File: src/verilog/pbm_pkg.sv
package pbm_pkg;

    // clock rate and the timed behaviours derived from it
    localparam int CLK_MHZ      = 125;
    localparam int DEAD_TIME_US = 550;
    localparam int DEAD_CYCLES  = DEAD_TIME_US * CLK_MHZ;

    // length of the reset process, shared by hardware and software reset
    localparam int         RST_CNT_W = 4;
    localparam logic [3:0] RST_LOAD  = 4'h8;
    localparam logic [3:0] RST_LAST  = 4'h1;

    // register map: one 16-bit register at address 0
    localparam int         REG_W     = 16;
    localparam int         ADDR_W    = 5;
    localparam logic [4:0] REG_BMC   = 5'h00;

    // bit positions inside basic_mode_control
    localparam int BIT_RESET  = 15;
    localparam int BIT_LOOP   = 14;
    localparam int BIT_SPEED  = 13;
    localparam int BIT_AN_EN  = 12;
    localparam int BIT_RSVD   = 11;
    localparam int BIT_DUPLEX = 8;

    // reset values; loop and duplex do not depend on the straps, speed and negotiation do
    localparam logic LOOP_DEF   = 1'h0;
    localparam logic DUPLEX_DEF = 1'h1;
    localparam logic SPEED_DEF  = 1'h1;
    localparam logic AN_DEF     = 1'h1;

    // strap code {autoneg_strap_high, autoneg_strap_low} that enables negotiation
    localparam logic [1:0] STRAP_AN_ON = 2'h3;

    // serial management frame layout
    localparam logic [5:0] PRE_BITS  = 6'h20;
    localparam logic [5:0] HDR_LAST  = 6'h0B;
    localparam logic [5:0] DATA_LAST = 6'h0F;
    localparam logic [1:0] OP_READ   = 2'h2;
    localparam logic [1:0] OP_WRITE  = 2'h1;

    typedef enum logic [2:0] {
        PBM_PRE,
        PBM_START,
        PBM_HDR,
        PBM_TA,
        PBM_DATA
    } pbm_mdio_state_t;

endpackage

File: src/verilog/pbm_mgmt_if.sv
`timescale 1ns/10ps
// register access between the serial engine and the register bank
interface pbm_mgmt_if;
    logic        wr_req;   // one-cycle write pulse
    logic [4:0]  regad;    // register address of the current frame
    logic [15:0] wdata;    // write data, valid with wr_req
    logic [15:0] rdata;    // read data for regad

    modport engine (output wr_req, output regad, output wdata, input rdata);
    modport regs   (input wr_req, input regad, input wdata, output rdata);
endinterface

File: src/verilog/pbm_mdio_engine.sv
`timescale 1ns/10ps
module pbm_mdio_engine
(
    input  wire logic       clk_in,        // system clock
    input  wire logic       rst_n_in,      // async reset, active low
    input  wire logic       mdc_in,        // management clock pin
    input  wire logic       mdio_in,       // management data pin, input side
    output logic            mdio_out,      // management data pin, output side
    output logic            mdio_oe_n_out, // low while driving the data pin
    input  wire logic [4:0] phy_addr_in,   // this device's management address
    pbm_mgmt_if.engine      mgmt           // register access
);

    logic [2:0]                mdc_s_r;
    logic [2:0]                mdio_s_r;
    logic                      mdio_q_r;
    logic                      mdc_q_r;
    logic                      mdc_rise;
    logic                      bit_in;
    pbm_pkg::pbm_mdio_state_t  state_r;
    logic [5:0]                cnt_r;
    logic [10:0]               hdr_r;
    logic [11:0]               hdr_full;
    logic                      is_read_r;
    logic [15:0]               shift_r;

    ////////////////////////////////////////////////////////////////////////
    // pin synchronisers; first stage feeds only the second
    always_ff @(posedge clk_in or negedge rst_n_in)
    begin
        if (!rst_n_in)
        begin
            mdc_s_r  <= 3'h0;
            mdc_q_r  <= 1'h0;
            mdio_s_r <= 3'h7;
            mdio_q_r <= 1'h1;
        end
        else
        begin
            mdc_s_r  <= {mdc_s_r[1:0], mdc_in};
            if (mdc_s_r[1] == mdc_s_r[2])
                mdc_q_r <= mdc_s_r[2];
            mdio_s_r <= {mdio_s_r[1:0], mdio_in};
            if (mdio_s_r[1] == mdio_s_r[2])
                mdio_q_r <= mdio_s_r[2];
        end
    end

    // data pin is stable long before the clock rises, so the filtered copy is used
    assign mdc_rise = (mdc_s_r[1] == mdc_s_r[2]) & mdc_s_r[2] & ~mdc_q_r;
    assign bit_in   = mdio_q_r;
    assign hdr_full = {hdr_r, bit_in};

    ////////////////////////////////////////////////////////////////////////
    // frame walker: preamble, start, op/address header, turnaround, data
    always_ff @(posedge clk_in or negedge rst_n_in)
    begin
        if (!rst_n_in)
        begin
            state_r       <= pbm_pkg::PBM_PRE;
            cnt_r         <= 6'h00;
            hdr_r         <= 11'h000;
            is_read_r     <= 1'h0;
            shift_r       <= 16'h0000;
            mdio_out      <= 1'h1;
            mdio_oe_n_out <= 1'h1;
            mgmt.wr_req   <= 1'h0;
            mgmt.regad    <= 5'h00;
            mgmt.wdata    <= 16'h0000;
        end
        else
        begin
            mgmt.wr_req <= 1'h0;
            if (mdc_rise)
            begin
                unique case (state_r)
                    pbm_pkg::PBM_PRE:
                    begin
                        if (bit_in)
                            cnt_r <= (cnt_r == pbm_pkg::PRE_BITS) ? cnt_r : cnt_r + 6'h01;
                        else
                        begin
                            if (cnt_r == pbm_pkg::PRE_BITS)
                                state_r <= pbm_pkg::PBM_START;
                            cnt_r <= 6'h00;
                        end
                    end
                    pbm_pkg::PBM_START:
                    begin
                        state_r <= bit_in ? pbm_pkg::PBM_HDR : pbm_pkg::PBM_PRE;
                        cnt_r   <= 6'h00;
                    end
                    pbm_pkg::PBM_HDR:
                    begin
                        hdr_r <= hdr_full[10:0];
                        cnt_r <= cnt_r + 6'h01;
                        if (cnt_r == pbm_pkg::HDR_LAST)
                        begin
                            cnt_r      <= 6'h00;
                            mgmt.regad <= hdr_full[4:0];
                            is_read_r  <= (hdr_full[11:10] == pbm_pkg::OP_READ);
                            // frames for another address or with a bad opcode are skipped
                            if (hdr_full[9:5] == phy_addr_in &&
                                (hdr_full[11:10] == pbm_pkg::OP_READ || hdr_full[11:10] == pbm_pkg::OP_WRITE))
                                state_r <= pbm_pkg::PBM_TA;
                            else
                                state_r <= pbm_pkg::PBM_PRE;
                        end
                    end
                    pbm_pkg::PBM_TA:
                    begin
                        cnt_r <= cnt_r + 6'h01;
                        if (cnt_r == 6'h00)
                        begin
                            // second turnaround bit is driven low on a read
                            if (is_read_r)
                            begin
                                mdio_out      <= 1'h0;
                                mdio_oe_n_out <= 1'h0;
                            end
                        end
                        else
                        begin
                            cnt_r   <= 6'h00;
                            state_r <= pbm_pkg::PBM_DATA;
                            if (is_read_r)
                            begin
                                mdio_out <= mgmt.rdata[15];
                                shift_r  <= {mgmt.rdata[14:0], 1'h0};
                            end
                        end
                    end
                    pbm_pkg::PBM_DATA:
                    begin
                        cnt_r <= cnt_r + 6'h01;
                        if (is_read_r)
                        begin
                            mdio_out <= shift_r[15];
                            shift_r  <= {shift_r[14:0], 1'h0};
                        end
                        else
                            shift_r <= {shift_r[14:0], bit_in};
                        if (cnt_r == pbm_pkg::DATA_LAST)
                        begin
                            cnt_r         <= 6'h00;
                            state_r       <= pbm_pkg::PBM_PRE;
                            mdio_out      <= 1'h1;
                            mdio_oe_n_out <= 1'h1;
                            if (!is_read_r)
                            begin
                                mgmt.wdata  <= {shift_r[14:0], bit_in};
                                mgmt.wr_req <= 1'h1;
                            end
                        end
                    end
                endcase
            end
        end
    end

endmodule // pbm_mdio_engine

File: src/verilog/pbm_basic_mode_control.sv
`timescale 1ns/10ps
module pbm_basic_mode_control
#(
    parameter int DEAD_CYCLES = pbm_pkg::DEAD_CYCLES // loopback dead period in clocks
)
(
    input  wire logic       clk_in,             // 125 MHz system clock
    input  wire logic       rst_n_in,           // async hardware reset, active low
    input  wire logic       mdc_in,             // management clock pin
    input  wire logic       mdio_in,            // management data pin, input side
    output logic            mdio_out,           // management data pin, output side
    output logic            mdio_oe_n_out,      // low while driving the data pin
    input  wire logic [4:0] phy_addr_in,        // device management address
    input  wire logic       autoneg_strap_low_in,  // negotiation strap pin, low bit
    input  wire logic       autoneg_strap_high_in, // negotiation strap pin, high bit
    input  wire logic       an_speed_100_in,    // negotiated speed, one = 100 Mb/s
    input  wire logic       an_full_duplex_in,  // negotiated duplex, one = full
    input  wire logic [1:0] lb_loop_ctrl_in,    // loopback bits 9:8 of the bypass register
    output logic            sw_reset_out,       // level: reset process running
    output logic            mii_loopback_out,   // MII transmit-to-receive loopback on
    output logic [1:0]      lb_loop_ctrl_out,   // bypass-register loopback after override
    output logic            data_hold_out,      // loopback dead period, no data handled
    output logic            autoneg_enable_out, // negotiation actually enabled
    output logic            speed_100_out,      // link speed in use, one = 100 Mb/s
    output logic            full_duplex_out     // duplex in use, one = full
);

    pbm_mgmt_if mgmt ();

    localparam int DW = $clog2(DEAD_CYCLES + 1);

    logic [1:0]                   strap_s1_r;
    logic [1:0]                   strap_s2_r;
    logic [1:0]                   strap_s3_r;
    logic [1:0]                   strap_q_r;
    logic [1:0]                   strap_cap_r;
    logic [1:0]                   strap_now;
    logic [pbm_pkg::RST_CNT_W-1:0] rst_cnt_r;
    logic                         busy;
    logic                         bmc_hit;
    logic                         rst_start;
    logic                         bmc_wr;
    logic                         an_def;
    logic                         speed_def;
    logic                         loop_r;
    logic                         speed_r;
    logic                         an_en_r;
    logic                         duplex_r;
    logic                         an_arm_r;
    logic                         an_eff_r;
    logic [DW-1:0]                dead_cnt_r;

    ////////////////////////////////////////////////////////////////////////
    // serial management engine
    pbm_mdio_engine u_engine
    (
        .clk_in        (clk_in),
        .rst_n_in      (rst_n_in),
        .mdc_in        (mdc_in),
        .mdio_in       (mdio_in),
        .mdio_out      (mdio_out),
        .mdio_oe_n_out (mdio_oe_n_out),
        .phy_addr_in   (phy_addr_in),
        .mgmt          (mgmt.engine)
    );

    ////////////////////////////////////////////////////////////////////////
    // strap synchronisers; a pin change counts once stages two and three agree
    always_ff @(posedge clk_in or negedge rst_n_in)
    begin
        if (!rst_n_in)
        begin
            strap_s1_r <= 2'h0;
            strap_s2_r <= 2'h0;
            strap_s3_r <= 2'h0;
            strap_q_r  <= 2'h0;
        end
        else
        begin
            strap_s1_r <= {autoneg_strap_high_in, autoneg_strap_low_in};
            strap_s2_r <= strap_s1_r;
            strap_s3_r <= strap_s2_r;
            strap_q_r  <= (strap_q_r & (strap_s2_r ^ strap_s3_r)) | (strap_s3_r & ~(strap_s2_r ^ strap_s3_r));
        end
    end

    ////////////////////////////////////////////////////////////////////////
    // reset process: hardware reset loads the counter, so both resets share one path
    assign busy      = (rst_cnt_r != '0);
    assign bmc_hit   = mgmt.wr_req && (mgmt.regad == pbm_pkg::REG_BMC);
    assign rst_start = bmc_hit && mgmt.wdata[pbm_pkg::BIT_RESET] && !busy;
    // writes that land while reset runs are dropped, including a zero to bit 15
    assign bmc_wr    = bmc_hit && !mgmt.wdata[pbm_pkg::BIT_RESET] && !busy;

    always_ff @(posedge clk_in or negedge rst_n_in)
    begin
        if (!rst_n_in)
            rst_cnt_r <= pbm_pkg::RST_LOAD;
        else if (rst_start)
            rst_cnt_r <= pbm_pkg::RST_LOAD;
        else if (busy)
            rst_cnt_r <= rst_cnt_r - pbm_pkg::RST_LAST;
    end

    // straps are taken in the last reset cycle, after the synchroniser has settled
    always_ff @(posedge clk_in or negedge rst_n_in)
    begin
        if (!rst_n_in)
            strap_cap_r <= pbm_pkg::STRAP_AN_ON;
        else if (rst_cnt_r == pbm_pkg::RST_LAST)
            strap_cap_r <= strap_q_r;
    end

    // strap-derived reset values; forced speed follows the low strap
    assign strap_now = (rst_cnt_r == pbm_pkg::RST_LAST) ? strap_q_r : strap_cap_r;
    assign an_def    = (strap_now == pbm_pkg::STRAP_AN_ON);
    assign speed_def = an_def ? pbm_pkg::SPEED_DEF : strap_now[0];

    ////////////////////////////////////////////////////////////////////////
    // control bits; defaults reload every reset cycle so the last capture wins
    always_ff @(posedge clk_in or negedge rst_n_in)
    begin
        if (!rst_n_in)
        begin
            loop_r   <= pbm_pkg::LOOP_DEF;
            speed_r  <= pbm_pkg::SPEED_DEF;
            an_en_r  <= pbm_pkg::AN_DEF;
            duplex_r <= pbm_pkg::DUPLEX_DEF;
        end
        else if (busy || rst_start)
        begin
            loop_r   <= pbm_pkg::LOOP_DEF;
            speed_r  <= speed_def;
            an_en_r  <= an_def;
            duplex_r <= pbm_pkg::DUPLEX_DEF;
        end
        else if (bmc_wr)
        begin
            loop_r   <= mgmt.wdata[pbm_pkg::BIT_LOOP];
            speed_r  <= mgmt.wdata[pbm_pkg::BIT_SPEED];
            an_en_r  <= mgmt.wdata[pbm_pkg::BIT_AN_EN];
            duplex_r <= mgmt.wdata[pbm_pkg::BIT_DUPLEX];
        end
    end

    // negotiation only turns on after a zero has been written when reset left it off
    always_ff @(posedge clk_in or negedge rst_n_in)
    begin
        if (!rst_n_in)
        begin
            an_arm_r <= pbm_pkg::AN_DEF;
            an_eff_r <= pbm_pkg::AN_DEF;
        end
        else if (busy || rst_start)
        begin
            an_arm_r <= an_def;
            an_eff_r <= an_def;
        end
        else if (bmc_wr)
        begin
            if (!mgmt.wdata[pbm_pkg::BIT_AN_EN])
            begin
                an_arm_r <= 1'h1;
                an_eff_r <= 1'h0;
            end
            else if (an_arm_r)
                an_eff_r <= 1'h1;
        end
    end

    ////////////////////////////////////////////////////////////////////////
    // loopback dead period, only when turned on while running at 100 Mb/s
    always_ff @(posedge clk_in or negedge rst_n_in)
    begin
        if (!rst_n_in)
            dead_cnt_r <= '0;
        else if (busy || rst_start)
            dead_cnt_r <= '0;
        else if (bmc_wr && mgmt.wdata[pbm_pkg::BIT_LOOP] && !loop_r && speed_100_out)
            dead_cnt_r <= DW'(DEAD_CYCLES);
        else if (dead_cnt_r != '0)
            dead_cnt_r <= dead_cnt_r - DW'(1);
    end

    ////////////////////////////////////////////////////////////////////////
    // registered outputs toward the datapath
    always_ff @(posedge clk_in or negedge rst_n_in)
    begin
        if (!rst_n_in)
        begin
            sw_reset_out       <= 1'h1;
            mii_loopback_out   <= pbm_pkg::LOOP_DEF;
            lb_loop_ctrl_out   <= 2'h0;
            data_hold_out      <= 1'h0;
            autoneg_enable_out <= pbm_pkg::AN_DEF;
            speed_100_out      <= pbm_pkg::SPEED_DEF;
            full_duplex_out    <= pbm_pkg::DUPLEX_DEF;
        end
        else
        begin
            sw_reset_out       <= busy;
            mii_loopback_out   <= loop_r;
            // the control-register loopback masks the bypass-register loopback modes
            lb_loop_ctrl_out   <= loop_r ? 2'h0 : lb_loop_ctrl_in;
            data_hold_out      <= (dead_cnt_r != '0);
            autoneg_enable_out <= an_eff_r;
            speed_100_out      <= an_eff_r ? an_speed_100_in : speed_r;
            full_duplex_out    <= an_eff_r ? an_full_duplex_in : duplex_r;
        end
    end

    ////////////////////////////////////////////////////////////////////////
    // read data; bit 11 and unimplemented bits read zero, other addresses read zero
    always_comb
    begin
        mgmt.rdata = 16'h0000;
        if (mgmt.regad == pbm_pkg::REG_BMC)
        begin
            mgmt.rdata[pbm_pkg::BIT_RESET]  = busy;
            mgmt.rdata[pbm_pkg::BIT_LOOP]   = loop_r;
            mgmt.rdata[pbm_pkg::BIT_SPEED]  = speed_r;
            mgmt.rdata[pbm_pkg::BIT_AN_EN]  = an_en_r;
            mgmt.rdata[pbm_pkg::BIT_RSVD]   = 1'h0;
            mgmt.rdata[pbm_pkg::BIT_DUPLEX] = duplex_r;
        end
    end

endmodule // pbm_basic_mode_control

File: config.mk
export PLATFORM = sky130hd
export DESIGN_NAME = pbm_basic_mode_control
export DESIGN_NICKNAME = d
export VERILOG_FILES = /design/src/verilog/pbm_pkg.sv /design/src/verilog/pbm_mgmt_if.sv /design/src/verilog/pbm_mdio_engine.sv /design/src/verilog/pbm_basic_mode_control.sv
export SDC_FILE = /design/constraint.sdc
export NUM_CORES = 1
export LEC_CHECK = 0
export BUFFER_PORTS_ARGS = -buffer_cell sky130_fd_sc_hd__buf_2
export CAP_MARGIN = 20
export CORE_MARGIN = 2
export CORE_UTILIZATION = 55
export CTS_BUF_LIST = sky130_fd_sc_hd__clkbuf_4
export DETAILED_ROUTE_END_ITERATION = 7
export GPL_TIMING_DRIVEN = 0
export PLACE_DENSITY = 0.73
export SYNTH_ARGS = -nofsm -noshare
export SYNTH_HDL_FRONTEND = slang
export SYNTH_SLANG_ARGS = --single-unit
File: constraint.sdc
create_clock -name clk_in -period 2.8 [get_ports clk_in]
set_input_delay 0.14 -clock clk_in [delete_from_list [all_inputs] [get_ports clk_in]]
set_output_delay 0.14 -clock clk_in [all_outputs]
set_load 0.005 [all_outputs]
==> out/qor.yml, run 1 <==
outcome: "completed"
syn_area_um2: 4640
worst_slack_ns: 0.470
cts_tree: "done"
final_cell_mix: "85 x dfrtp_1, 47 x nand2_1, 25 x nor2_1, 24 x mux2_2, 24 x buf_2"
crit_path_end_kind: "flip-flop"
vias: 3317
syn_nets: 451
cp_max_fo: 10
hold_path_class: "in -> async"
netlist_instances: 427
dr.pass1.iters: 4
finalHoldViolations: 0
finalInstanceArea_um2: 5140
synth_edf_count: 0
async_reset_ff_share_pct: 100
clkPwrFrac_pct: 26.4
p_leak_nw: 2.47
pre_cts_ws_ns: 0.512
fin_crit_ns: 2.33
placed_area_um2: 4920
fin_util_pct: 62.6
ys_seq_elements: 103
switching_share_pct: 30.3
insertion_delay_ns: 0.46
max_slew.worst_pin.slew_ns: 0.793
placementRows: 33
ir_drop_uv: 326
period_share_pct: 83.2
drc: 0
clock_path_buffers: 2
fin_nets: 496
p_per_area_nw_per_um2: 535
antenna_cells: 0
grt_pass1_vias: 3179
synthDistinctLibCells: 60
worst_r2r_startpoint: "u_engine.state_r[2]"
worst-r2r-setup-slack_ns: 0.47
die_x_um: 95.9
core_um2: 8220
grt_util_all_layers_pct: 20.6
rsz0062_at_grt: "no"
via_per_inst: 5.70
cp.arrival_ns: 2.73
clkTransAtPathRegs_ns: 0.16
maxCapViolCount: 0
power.internal_w: 0.00192
io_buffers: 24
final-setup-viol-count: 0
area_growth_pct: 10.8
clock-sinks: 103
pwr-share-seq_pct: 57.9
required_ns: 3.20
r2r_cells: 7
switchingPower_w: 0.000834
r2r_end: "u_engine.shift_r[11]"
dp_hpwl_mm: 5.97
route.detailed.wl_per_inst_um: 14.9
tns_ns: 0
max_slew_margin_pct: 46.7
dieHeight_um: 95.9
gp_congestion: 0.848
clock_tree.root_cell: "clkbuf_4"
grt_antenna_before_repair: 0
start_util_pct: 56.5
io-pin-count: 25
final_common_cell: "dfrtp_1"
avgSynthCellArea_um2: 10.9
start_kind: "flip-flop"
dieArea_um2: 9190
synthFlopType: "dfrtp_1"
slew_violations: 0
ant_nets: 0
htree_levels: 3
ctsResizeCount: 0
drt_wl_total_mm: 8.65
cts_buffers: 9
fmax_ghz: 0.429
yosys_warnings: 0
drive_above_1_share_pct: 19.5
overflow: 0
power_frac_comb_pct: 15.6
grt_pass1_wl_mm: 14.8
skew_ns: 0.0191
drt_iter0_markers: 189
ys_seq_area_share_pct: 56.0
grt_max_degree: 59
crit_type: "reg -> reg"
startpoint: "u_engine.state_r[2]"
[cell usage after synthesis, drive strengths merged, types with 2 or more instances]
| master | number | area, um^2 |
|---|---|---|
| a21o | 2 | 15.0 |
| a21oi | 21 | 105 |
| a31oi | 2 | 12.5 |
| and2 | 2 | 12.5 |
| and3 | 8 | 50.1 |
| buf | 2 | 8.75 |
| clkbuf | 17 | 63.8 |
| dfrtp | 85 | 2130 |
| dfstp | 18 | 473 |
| ha | 9 | 113 |
| inv | 15 | 56.3 |
| maj3 | 4 | 40.0 |
| mux2 | 24 | 270 |
| mux2i | 2 | 20.0 |
| nand2 | 47 | 176 |
| nand2b | 2 | 12.5 |
| nand3 | 20 | 100 |
| nand4 | 4 | 25.0 |
| nand4b | 4 | 35.0 |
| nor2 | 26 | 100 |
| nor2b | 4 | 25.0 |
| nor3 | 14 | 75.1 |
| nor3b | 6 | 50.1 |
| nor4 | 7 | 56.3 |
| nor4b | 3 | 26.3 |
| o21a | 2 | 15.0 |
| o21ai | 22 | 110 |
| o22ai | 4 | 25.0 |
| o31ai | 4 | 30.0 |
| o41ai | 4 | 35.0 |
| or3 | 5 | 31.3 |
| or4 | 2 | 18.8 |
| xnor2 | 7 | 61.3 |
| xor2 | 11 | 96.3 |
[how the worst max path moves through the flow]
stage | end | cells past startpoint | slack [ns]
4_1_cts | u_engine.shift_r[11] | 7 | 0.47
3_3_place_gp | u_engine.cnt_r[0] | 1 | 0.55
6_report | u_engine.shift_r[11] | 7 | 0.47
3_5_place_dp | u_engine.shift_r[12] | 7 | 0.51
2_1_floorplan | u_engine.cnt_r[5] | 8 | 0.70
5_1_grt | u_engine.shift_r[10] | 7 | 0.20
[power groups by stage]
stage | clock [W] | sequential, W | combinational (W)
after floorplan | 0 | 0.00161 | 0.000303
after global placement | 0 | 0.00162 | 0.000400
after detailed placement | 0 | 0.00162 | 0.000417
after CTS | 0.000754 | 0.00159 | 0.000428
after global routing | 0.000811 | 0.00161 | 0.000483
final | 0.000728 | 0.00159 | 0.000430
[critical path: stages, from the launching register on]
cell	delay [ns]
dfrtp_1	0.36
clkbuf_1	0.25
clkbuf_1	0.37
inv_1	0.14
nor3_1	0.54
clkbuf_1	0.39
nand3_1	0.13
nand2_1	0.10
[sequential cells by signal, indices dropped and copies added (netlist names), 2 cells and up, named ones only]
signal and cells:
dead_cnt_r 17, u_engine.shift_r 16, u_engine.hdr_r 11, u_engine.cnt_r 6, u_engine.mgmt.regad 5, u_engine.mgmt.wdata 5
rst_cnt_r 4, u_engine.mdc_s_r 3, u_engine.mdio_s_r 3, u_engine.state_r 3, lb_loop_ctrl_out 2, strap_cap_r 2
strap_s1_r 2, strap_s2_r 2, strap_s3_r 2
[layout make-up]
| cell class | count | area (um^2) |
|---|---|---|
| fillers | 681 | 3070 |
| flip-flops and latches | 103 | 2600 |
| multi-input cells | 290 | 1910 |
| repair buffers | 34 | 240 |
| well taps | 105 | 131 |
| plain buffers | 19 | 72.6 |
| clock buffers | 9 | 67.6 |
| clock inverters | 7 | 61.3 |
| inverters | 15 | 56.3 |
[what timing repair did]
item / 4_1_cts / 5_1_grt
hold buffers: 9 / 0
hold endpoints to repair: 44 / 0
buffers inserted: 0 / 0
[per-layer routing]
layer  global-route usage [%]  vias to the layer above  routed length, um  part of all wire (%)
met5                        0                        -                  0                     0
li1                         -                     1603                  -                     -
met3                     4.78                       10                279                   3.2
met1                     27.9                     1637               4080                    47
met4                     5.95                        0                122                   1.4
met2                     33.6                       67               4170                    48
[kinds of logic (layout without fill, tap and decap cells)]
family                     after synthesis  after routing  synth area share [%]
DFF                                    103            103                  56.0
buffers and inverters                   34             84                  2.78
muxes                                   26             26                  6.25
xor gates and xnor gates                18             18                  3.40
AOI/OAI and AO/OA                       74             74                  10.2
and+or+nand+nor                        159            159                  18.1
adders and majority gates               13             13                  3.29
[metrics by stage]
stage,power [W],hold slack (ns),cells
after floorplan,0.00191,-0.156,427
after global placement,0.00202,0.246,556
after detailed placement,0.00204,0.190,557
after CTS,0.00278,0.222,582
after global routing,0.00290,0.236,582
final,0.00275,0.216,582
Note: power is estimated with default switching activity, not from simulation.
==> run 2: changes to the inputs <==
- PLACE_DENSITY: 0.73 -> 0.76
- clock period: 2.8 -> 2.01 ns (I/O delays scaled with it)
==> run 2 against run 1 <==
  * The run now ends with setup timing left
  * Sequential share of layout area fell by 5.1 points
  * Critical path type unchanged
  * Largest cell class unchanged
  * Die area unchanged
  * Via count increased by 4.8%
==> out/qor.yml, run 2 (synthesized netlist as in run 1, its figures left out) <==
fillers: 565  # -17%
fmax_ghz: 0.460  # +7.2%
dieHeight_um: 95.9  # unchanged
period_share_pct: 108  # +25 points
hold_path_class: "in -> async"
dp_hpwl_mm: 5.86  # -1.9%
cp.arrival_ns: 2.53  # -0.20 ns
fin_nets: 526  # +6.0%
grt_pass1_vias: 3354  # +5.5%
dr.pass1.iters: 4  # unchanged
io_buffers: 24  # unchanged
tns_ns: -1.94  # -1.94 ns
clock-sinks: 103  # unchanged
insertion_delay_ns: 0.45  # about the same
drt_wl_total_mm: 9.41  # +8.8%
cts_buffers: 9  # unchanged
io-pin-count: 25  # unchanged
ir_drop_uv: 444  # +36%
area_growth_pct: 23.2
outcome: "finished, violations left"
worst-r2r-setup-slack_ns: -0.16  # -0.63 ns
grt_max_degree: 66  # +12%
finalHoldViolations: 0  # unchanged
clock_tree.root_cell: "clkbuf_4"
placementRows: 33  # unchanged
die_x_um: 95.9  # unchanged
violations: "setup timing"
max_slew_margin_pct: 60.2  # +13 points
worst_r2r_startpoint: "u_engine.cnt_r[4]"
drive_above_1_share_pct: 34.1  # +15 points
cts_tree: "done"
largest_register_ffs: 17  # unchanged
clkTransAtPathRegs_ns: 0.17  # about the same
pre_cts_ws_ns: -0.236  # -0.748 ns
fin_crit_ns: 2.17  # -0.157 ns
regMostFlops: "dead_cnt_r"
rsz0062_at_grt: "yes"
htree_levels: 3  # unchanged
final_common_cell: "dfrtp_1"
start_kind: "flip-flop"
slew_violations: 0  # unchanged
route.detailed.wl_per_inst_um: 15.4  # +3.5%
power_w: 0.00439  # +59%
overflow: 0  # unchanged
drc: 0  # unchanged
crit_path_end_kind: "flip-flop"
gp_congestion: 0.898  # +5.8%
multiInputGateArea_um2: 2180  # +14%
grt_antenna_before_repair: 0  # unchanged
clock_path_buffers: 2  # unchanged
skew_ns: 0.00902  # -0.0101 ns
max_slew.worst_pin.slew_ns: 0.597  # -0.196 ns
final-setup-viol-count: 25  # +25
regArea_um2: 2600  # unchanged
worst_slack_ns: -0.163  # -0.633 ns
final_cell_mix: "85 x dfrtp_1, 41 x nand2_1, 30 x buf_4, 24 x nor2_1, 24 x buf_2"
startpoint: "u_engine.cnt_r[4]"
crit_type: "reg -> reg"
r2r_end: "u_engine.cnt_r[4]"
grt_util_all_layers_pct: 21.4  # +0.79 points
cp_max_fo: 7  # -3
required_ns: 2.37  # -0.83 ns
drt_iter0_markers: 214  # +13%
via_per_inst: 5.68  # -0.34%
p_leak_nw: 2.71  # +9.9%
ant_nets: 0  # unchanged
vias: 3476  # +4.8%
start_util_pct: 56.5  # unchanged
critical_path.endpoint: "u_engine.cnt_r[4]"
antenna_cells: 0  # unchanged
dieArea_um2: 9190  # unchanged
r2r_cells: 6  # -1
grt_pass1_wl_mm: 15.5  # +4.9%
p_per_area_nw_per_um2: 767  # +43%
top_regs: "dead_cnt_r: 17 flops, u_engine.shift_r: 16 flops, u_engine.hdr_r: 11 flops"
maxCapViolCount: 0  # unchanged
core_um2: 8220  # unchanged
-- run 2: area by class of cell --
cell class / count / share of cell area [%]
Inverter: 15 / 0.985
Clock inverter: 7 / 1.53
Sequential cell: 103 / 45.5
Tap cell: 105 / 2.30
Multi-Input combinational cell: 290 / 38.1
Buffer: 17 / 1.58
Timing Repair Buffer: 66 / 8.84
Clock buffer: 9 / 1.18
-- run 2: what timing repair did --
action,4_1_cts,5_1_grt
buffers inserted,23,10
gates cloned,0,1
gates resized for setup,32,45
endpoints found under the setup margin,65,63
pin swaps,7,14
hold buffers,9,0
endpoints found under the hold margin,46,0
-- run 2: worst min path at each step --
stage               startpoint                         end  slack, ns  cells past startpoint
floorplan             rst_n_in  asynchronous set/reset pin      -0.20                      0
global placement       mdio_in        u_engine.mdio_s_r[0]       0.21                      1
detailed placement    rst_n_in               dead_cnt_r[4]       0.11                      1
CTS                   rst_n_in               dead_cnt_r[6]       0.14                      2
global route          rst_n_in               dead_cnt_r[4]       0.16                      2
finish                rst_n_in               dead_cnt_r[4]       0.14                      2
-- run 2: stage by stage --
stage | hold WS (ns) | utilization, % | area, um^2 | std cells
5_1_grt | 0.160 | 69.6 | 5720 | 612
3_5_place_dp | 0.111 | 60.0 | 4930 | 557
6_report | 0.135 | 69.6 | 5720 | 612
4_1_cts | 0.143 | 66.5 | 5470 | 604
2_1_floorplan | -0.195 | - | 4650 | 427
3_3_place_gp | 0.205 | 59.6 | 4900 | 556
-- run 2: layer usage --
metal  track usage, %  up-vias  routed length (um)
met5                0        -                   0
met4             6.55        0                 143
met3             4.54       16                 428
met2             33.9       92                4450
met1             29.9     1696                4390
li1                 -     1672                   -
-- run 2: where the power goes --
part / internal [W] / switching, W / total, W
sequential: 0.00216 / 0.0000644 / 0.00223
clock: 0.000411 / 0.000749 / 0.00116
combinational: 0.000486 / 0.000516 / 0.00100
total: 0.00306 / 0.00133 / 0.00439
-- run 2: critical path: stages (launching register included) --
cell and delay, ns:
dfrtp_1 0.53, or4b_4 0.61, buf_6 0.15, nor3_4 0.21, a31o_4 0.24, nor4_4 0.06
a211o_1 0.28
==> run 3: changes to the inputs <==
--- a/config.mk
+++ b/config.mk
@@ -13,5 +13,5 @@
 export DETAILED_ROUTE_END_ITERATION = 7
 export GPL_TIMING_DRIVEN = 0
-export PLACE_DENSITY = 0.76
+export PLACE_DENSITY = 0.73
 export SYNTH_ARGS = -nofsm -noshare
 export SYNTH_HDL_FRONTEND = slang
==> constraint.sdc (replaced) <==
create_clock -name clk_in -period 2 [get_ports clk_in]
set_input_delay 0.4 -clock clk_in [delete_from_list [all_inputs] [get_ports clk_in]]
set_output_delay 0.4 -clock clk_in [all_outputs]
set_load 0.005 [all_outputs]
==> run 3 against run 2 <==
  * The flow still finishes with violations (setup timing)
  * Register-to-register slack hardly changed
  * Die area stayed put
  * Combinational power is 11% higher
  * Non-clock buffer count is 1 higher
  * Flip-flop and latch count stayed put
  * First-iteration DRC count is 50% lower
  * Maximum frequency is 0.94% higher
  * Via count is 3.2% higher
  * Clock-buffer cell count stayed put
  * Utilization is 0.65 points higher
  * Sequential power hardly changed
==> out/qor.yml, run 3 (synthesized netlist as in run 1, its figures left out) <==
crit_path_end_kind: "flip-flop"
die_x_um: 95.9  # unchanged
start_kind: "flip-flop"
grt_antenna_before_repair: 0  # unchanged
crit_type: "reg -> reg"
finalInstanceArea_um2: 5770  # +0.94%
dr.max_layer_used: "met4"
grt_util_all_layers_pct: 21.9  # +0.47 points
multiInputGateArea_um2: 2230  # +2.3%
io-pin-count: 25  # unchanged
drt_iter0_markers: 108  # -50%
final_common_cell: "dfrtp_1"
via_per_inst: 5.85  # +3.1%
cp.arrival_ns: 2.53  # about the same
ant_nets: 0  # unchanged
dieHeight_um: 95.9  # unchanged
fin_crit_ns: 2.15  # -0.0202 ns
grt_pass1_vias: 3396  # +1.3%
whs_path_depth: 2
dr_wl_met2_mm: 5.05  # +13%
r2r_cells: 8  # +2
slew_violations: 0  # unchanged
fin_nets: 527  # +0.19%
largest_register_ffs: 17  # unchanged
holdPathEnd: "speed_100_out"
regMostFlops: "dead_cnt_r"
worst_r2r_startpoint: "u_engine.cnt_r[0]"
placementRows: 33  # unchanged
grt_pass1_wl_mm: 15.6  # +1.1%
skew_ns: 0.0141  # +0.00510 ns
vias: 3588  # +3.2%
rsz0062_at_grt: "yes"
violations: "setup timing"
r2r_end: "u_engine.cnt_r[4]"
wl_met3_um: 482  # +13%
dr.pass1.iters: 4  # unchanged
route.detailed.wl_per_inst_um: 16.6  # +7.7%
worst-r2r-setup-slack_ns: -0.15  # about the same
insertion_delay_ns: 0.46  # about the same
drive_above_1_share_pct: 36.0  # +1.9 points
m1WireLength_mm: 4.47  # +1.9%
max_slew.worst_pin.slew_ns: 0.615  # +0.0176 ns
overflow: 0  # unchanged
area_growth_pct: 24.3
io_buffers: 24  # unchanged
worstHoldStart: "an_speed_100_in"
drt_wl_total_mm: 10.2  # +7.9%
hold_path_class: "in -> reg"
dp_hpwl_mm: 5.98  # +2.0%
worst_slack_ns: -0.152  # +0.0102 ns
fmax_ghz: 0.465  # +0.94%
period_share_pct: 108  # -0.47 points
core_um2: 8220  # unchanged
maxCapViolCount: 0  # unchanged
cts_buffers: 9  # unchanged
fin_util_pct: 70.2  # +0.65 points
start_util_pct: 56.5  # unchanged
clock-sinks: 103  # unchanged
outcome: "finished, violations left"
drc: 0  # unchanged
final_cell_mix: "84 x dfrtp_1, 42 x nand2_1, 34 x buf_4"
grt_max_degree: 61  # -7.6%
antenna_cells: 0  # unchanged
fillers: 568  # +0.53%
gp_congestion: 0.861  # -4.1%
htree_levels: 3  # unchanged
max_slew_margin_pct: 59.0  # -1.2 points
p_per_area_nw_per_um2: 765  # -0.31%
placed_area_um2: 4930  # unchanged
regArea_um2: 2600  # about the same
clock_path_buffers: 2  # unchanged
clkTransAtPathRegs_ns: 0.17  # about the same
top_regs: "dead_cnt_r: 17 flops, u_engine.shift_r: 16 flops, u_engine.hdr_r: 11 flops"
finalHoldViolations: 0  # unchanged
p_leak_nw: 2.72  # +0.35%
tns_ns: -2.54  # -0.604 ns
ir_drop_uv: 566  # +28%
dieArea_um2: 9190  # unchanged
cp_max_fo: 4  # -3
clock_tree.root_cell: "clkbuf_4"
required_ns: 2.37  # about the same
cts_tree: "done"
final-setup-viol-count: 25  # unchanged
[run 3: per-layer routing]
| metal | vias to the layer above | global-route usage, % |
|---|---|---|
| met5 | - | 0 |
| met4 | 0 | 8.93 |
| met3 | 19 | 4.23 |
| met2 | 107 | 35.1 |
| met1 | 1795 | 29.4 |
| li1 | 1667 | - |
[run 3: cell type report]
type                    instances  area share, %
flip-flops and latches        103           45.1
multi-input cells             290           38.6
repair buffers                 68           9.10
well taps                     105           2.28
plain buffers                  16           1.56
clock inverters                 7           1.21
clock buffers                   9           1.17
inverters                      15          0.976
[run 3: how the worst max path moves through the flow]
stage               cells after the start  slack [ns]                 from             endpoint
finish                                  8       -0.15    u_engine.cnt_r[0]    u_engine.cnt_r[4]
global route                            8       -0.23    u_engine.cnt_r[0]    u_engine.cnt_r[4]
CTS                                     8       -0.21    u_engine.cnt_r[1]    u_engine.cnt_r[4]
detailed placement                      7       -0.32  u_engine.state_r[2]  u_engine.shift_r[6]
global placement                        1       -0.51             rst_n_in    u_engine.cnt_r[0]
floorplan                               8        -0.1    u_engine.cnt_r[0]    u_engine.cnt_r[5]
[run 3: repair_timing]
action                                 4_1_cts  5_1_grt
resized for setup                           39       55
pin swaps                                   10       13
setup endpoints to repair                   66       66
gates cloned                                 1        1
endpoints found under the hold margin       39        3
hold buffers                                 2        3
buffers inserted                            28       10
[run 3: stage by stage]
stage | worst slack [ns] | cells | power (W) | hold slack (ns)
final | -0.152 | 613 | 0.00442 | 0.159
after global routing | -0.230 | 613 | 0.00463 | 0.140
after CTS | -0.214 | 603 | 0.00428 | 0.00628
after detailed placement | -0.316 | 557 | 0.00286 | 0.336
after global placement | -0.505 | 556 | 0.00282 | 0.333
after floorplan | -0.0983 | 427 | 0.00268 | 0.104
[run 3: report_power, final]
part,switching (W),total (W),internal [W]
registers,0.0000659,0.00224,0.00217
logic,0.000569,0.00111,0.000544
clock network,0.000766,0.00106,0.000298
[run 3: worst max-delay path, stage by stage (launching register included)]
cell     delay [ns]
dfrtp_1        0.43
inv_2          0.09
ha_4           0.13
or4b_4         0.48
buf_6          0.15
nor3_4         0.22
a31o_4         0.25
nor4_4         0.06
a211o_1        0.26
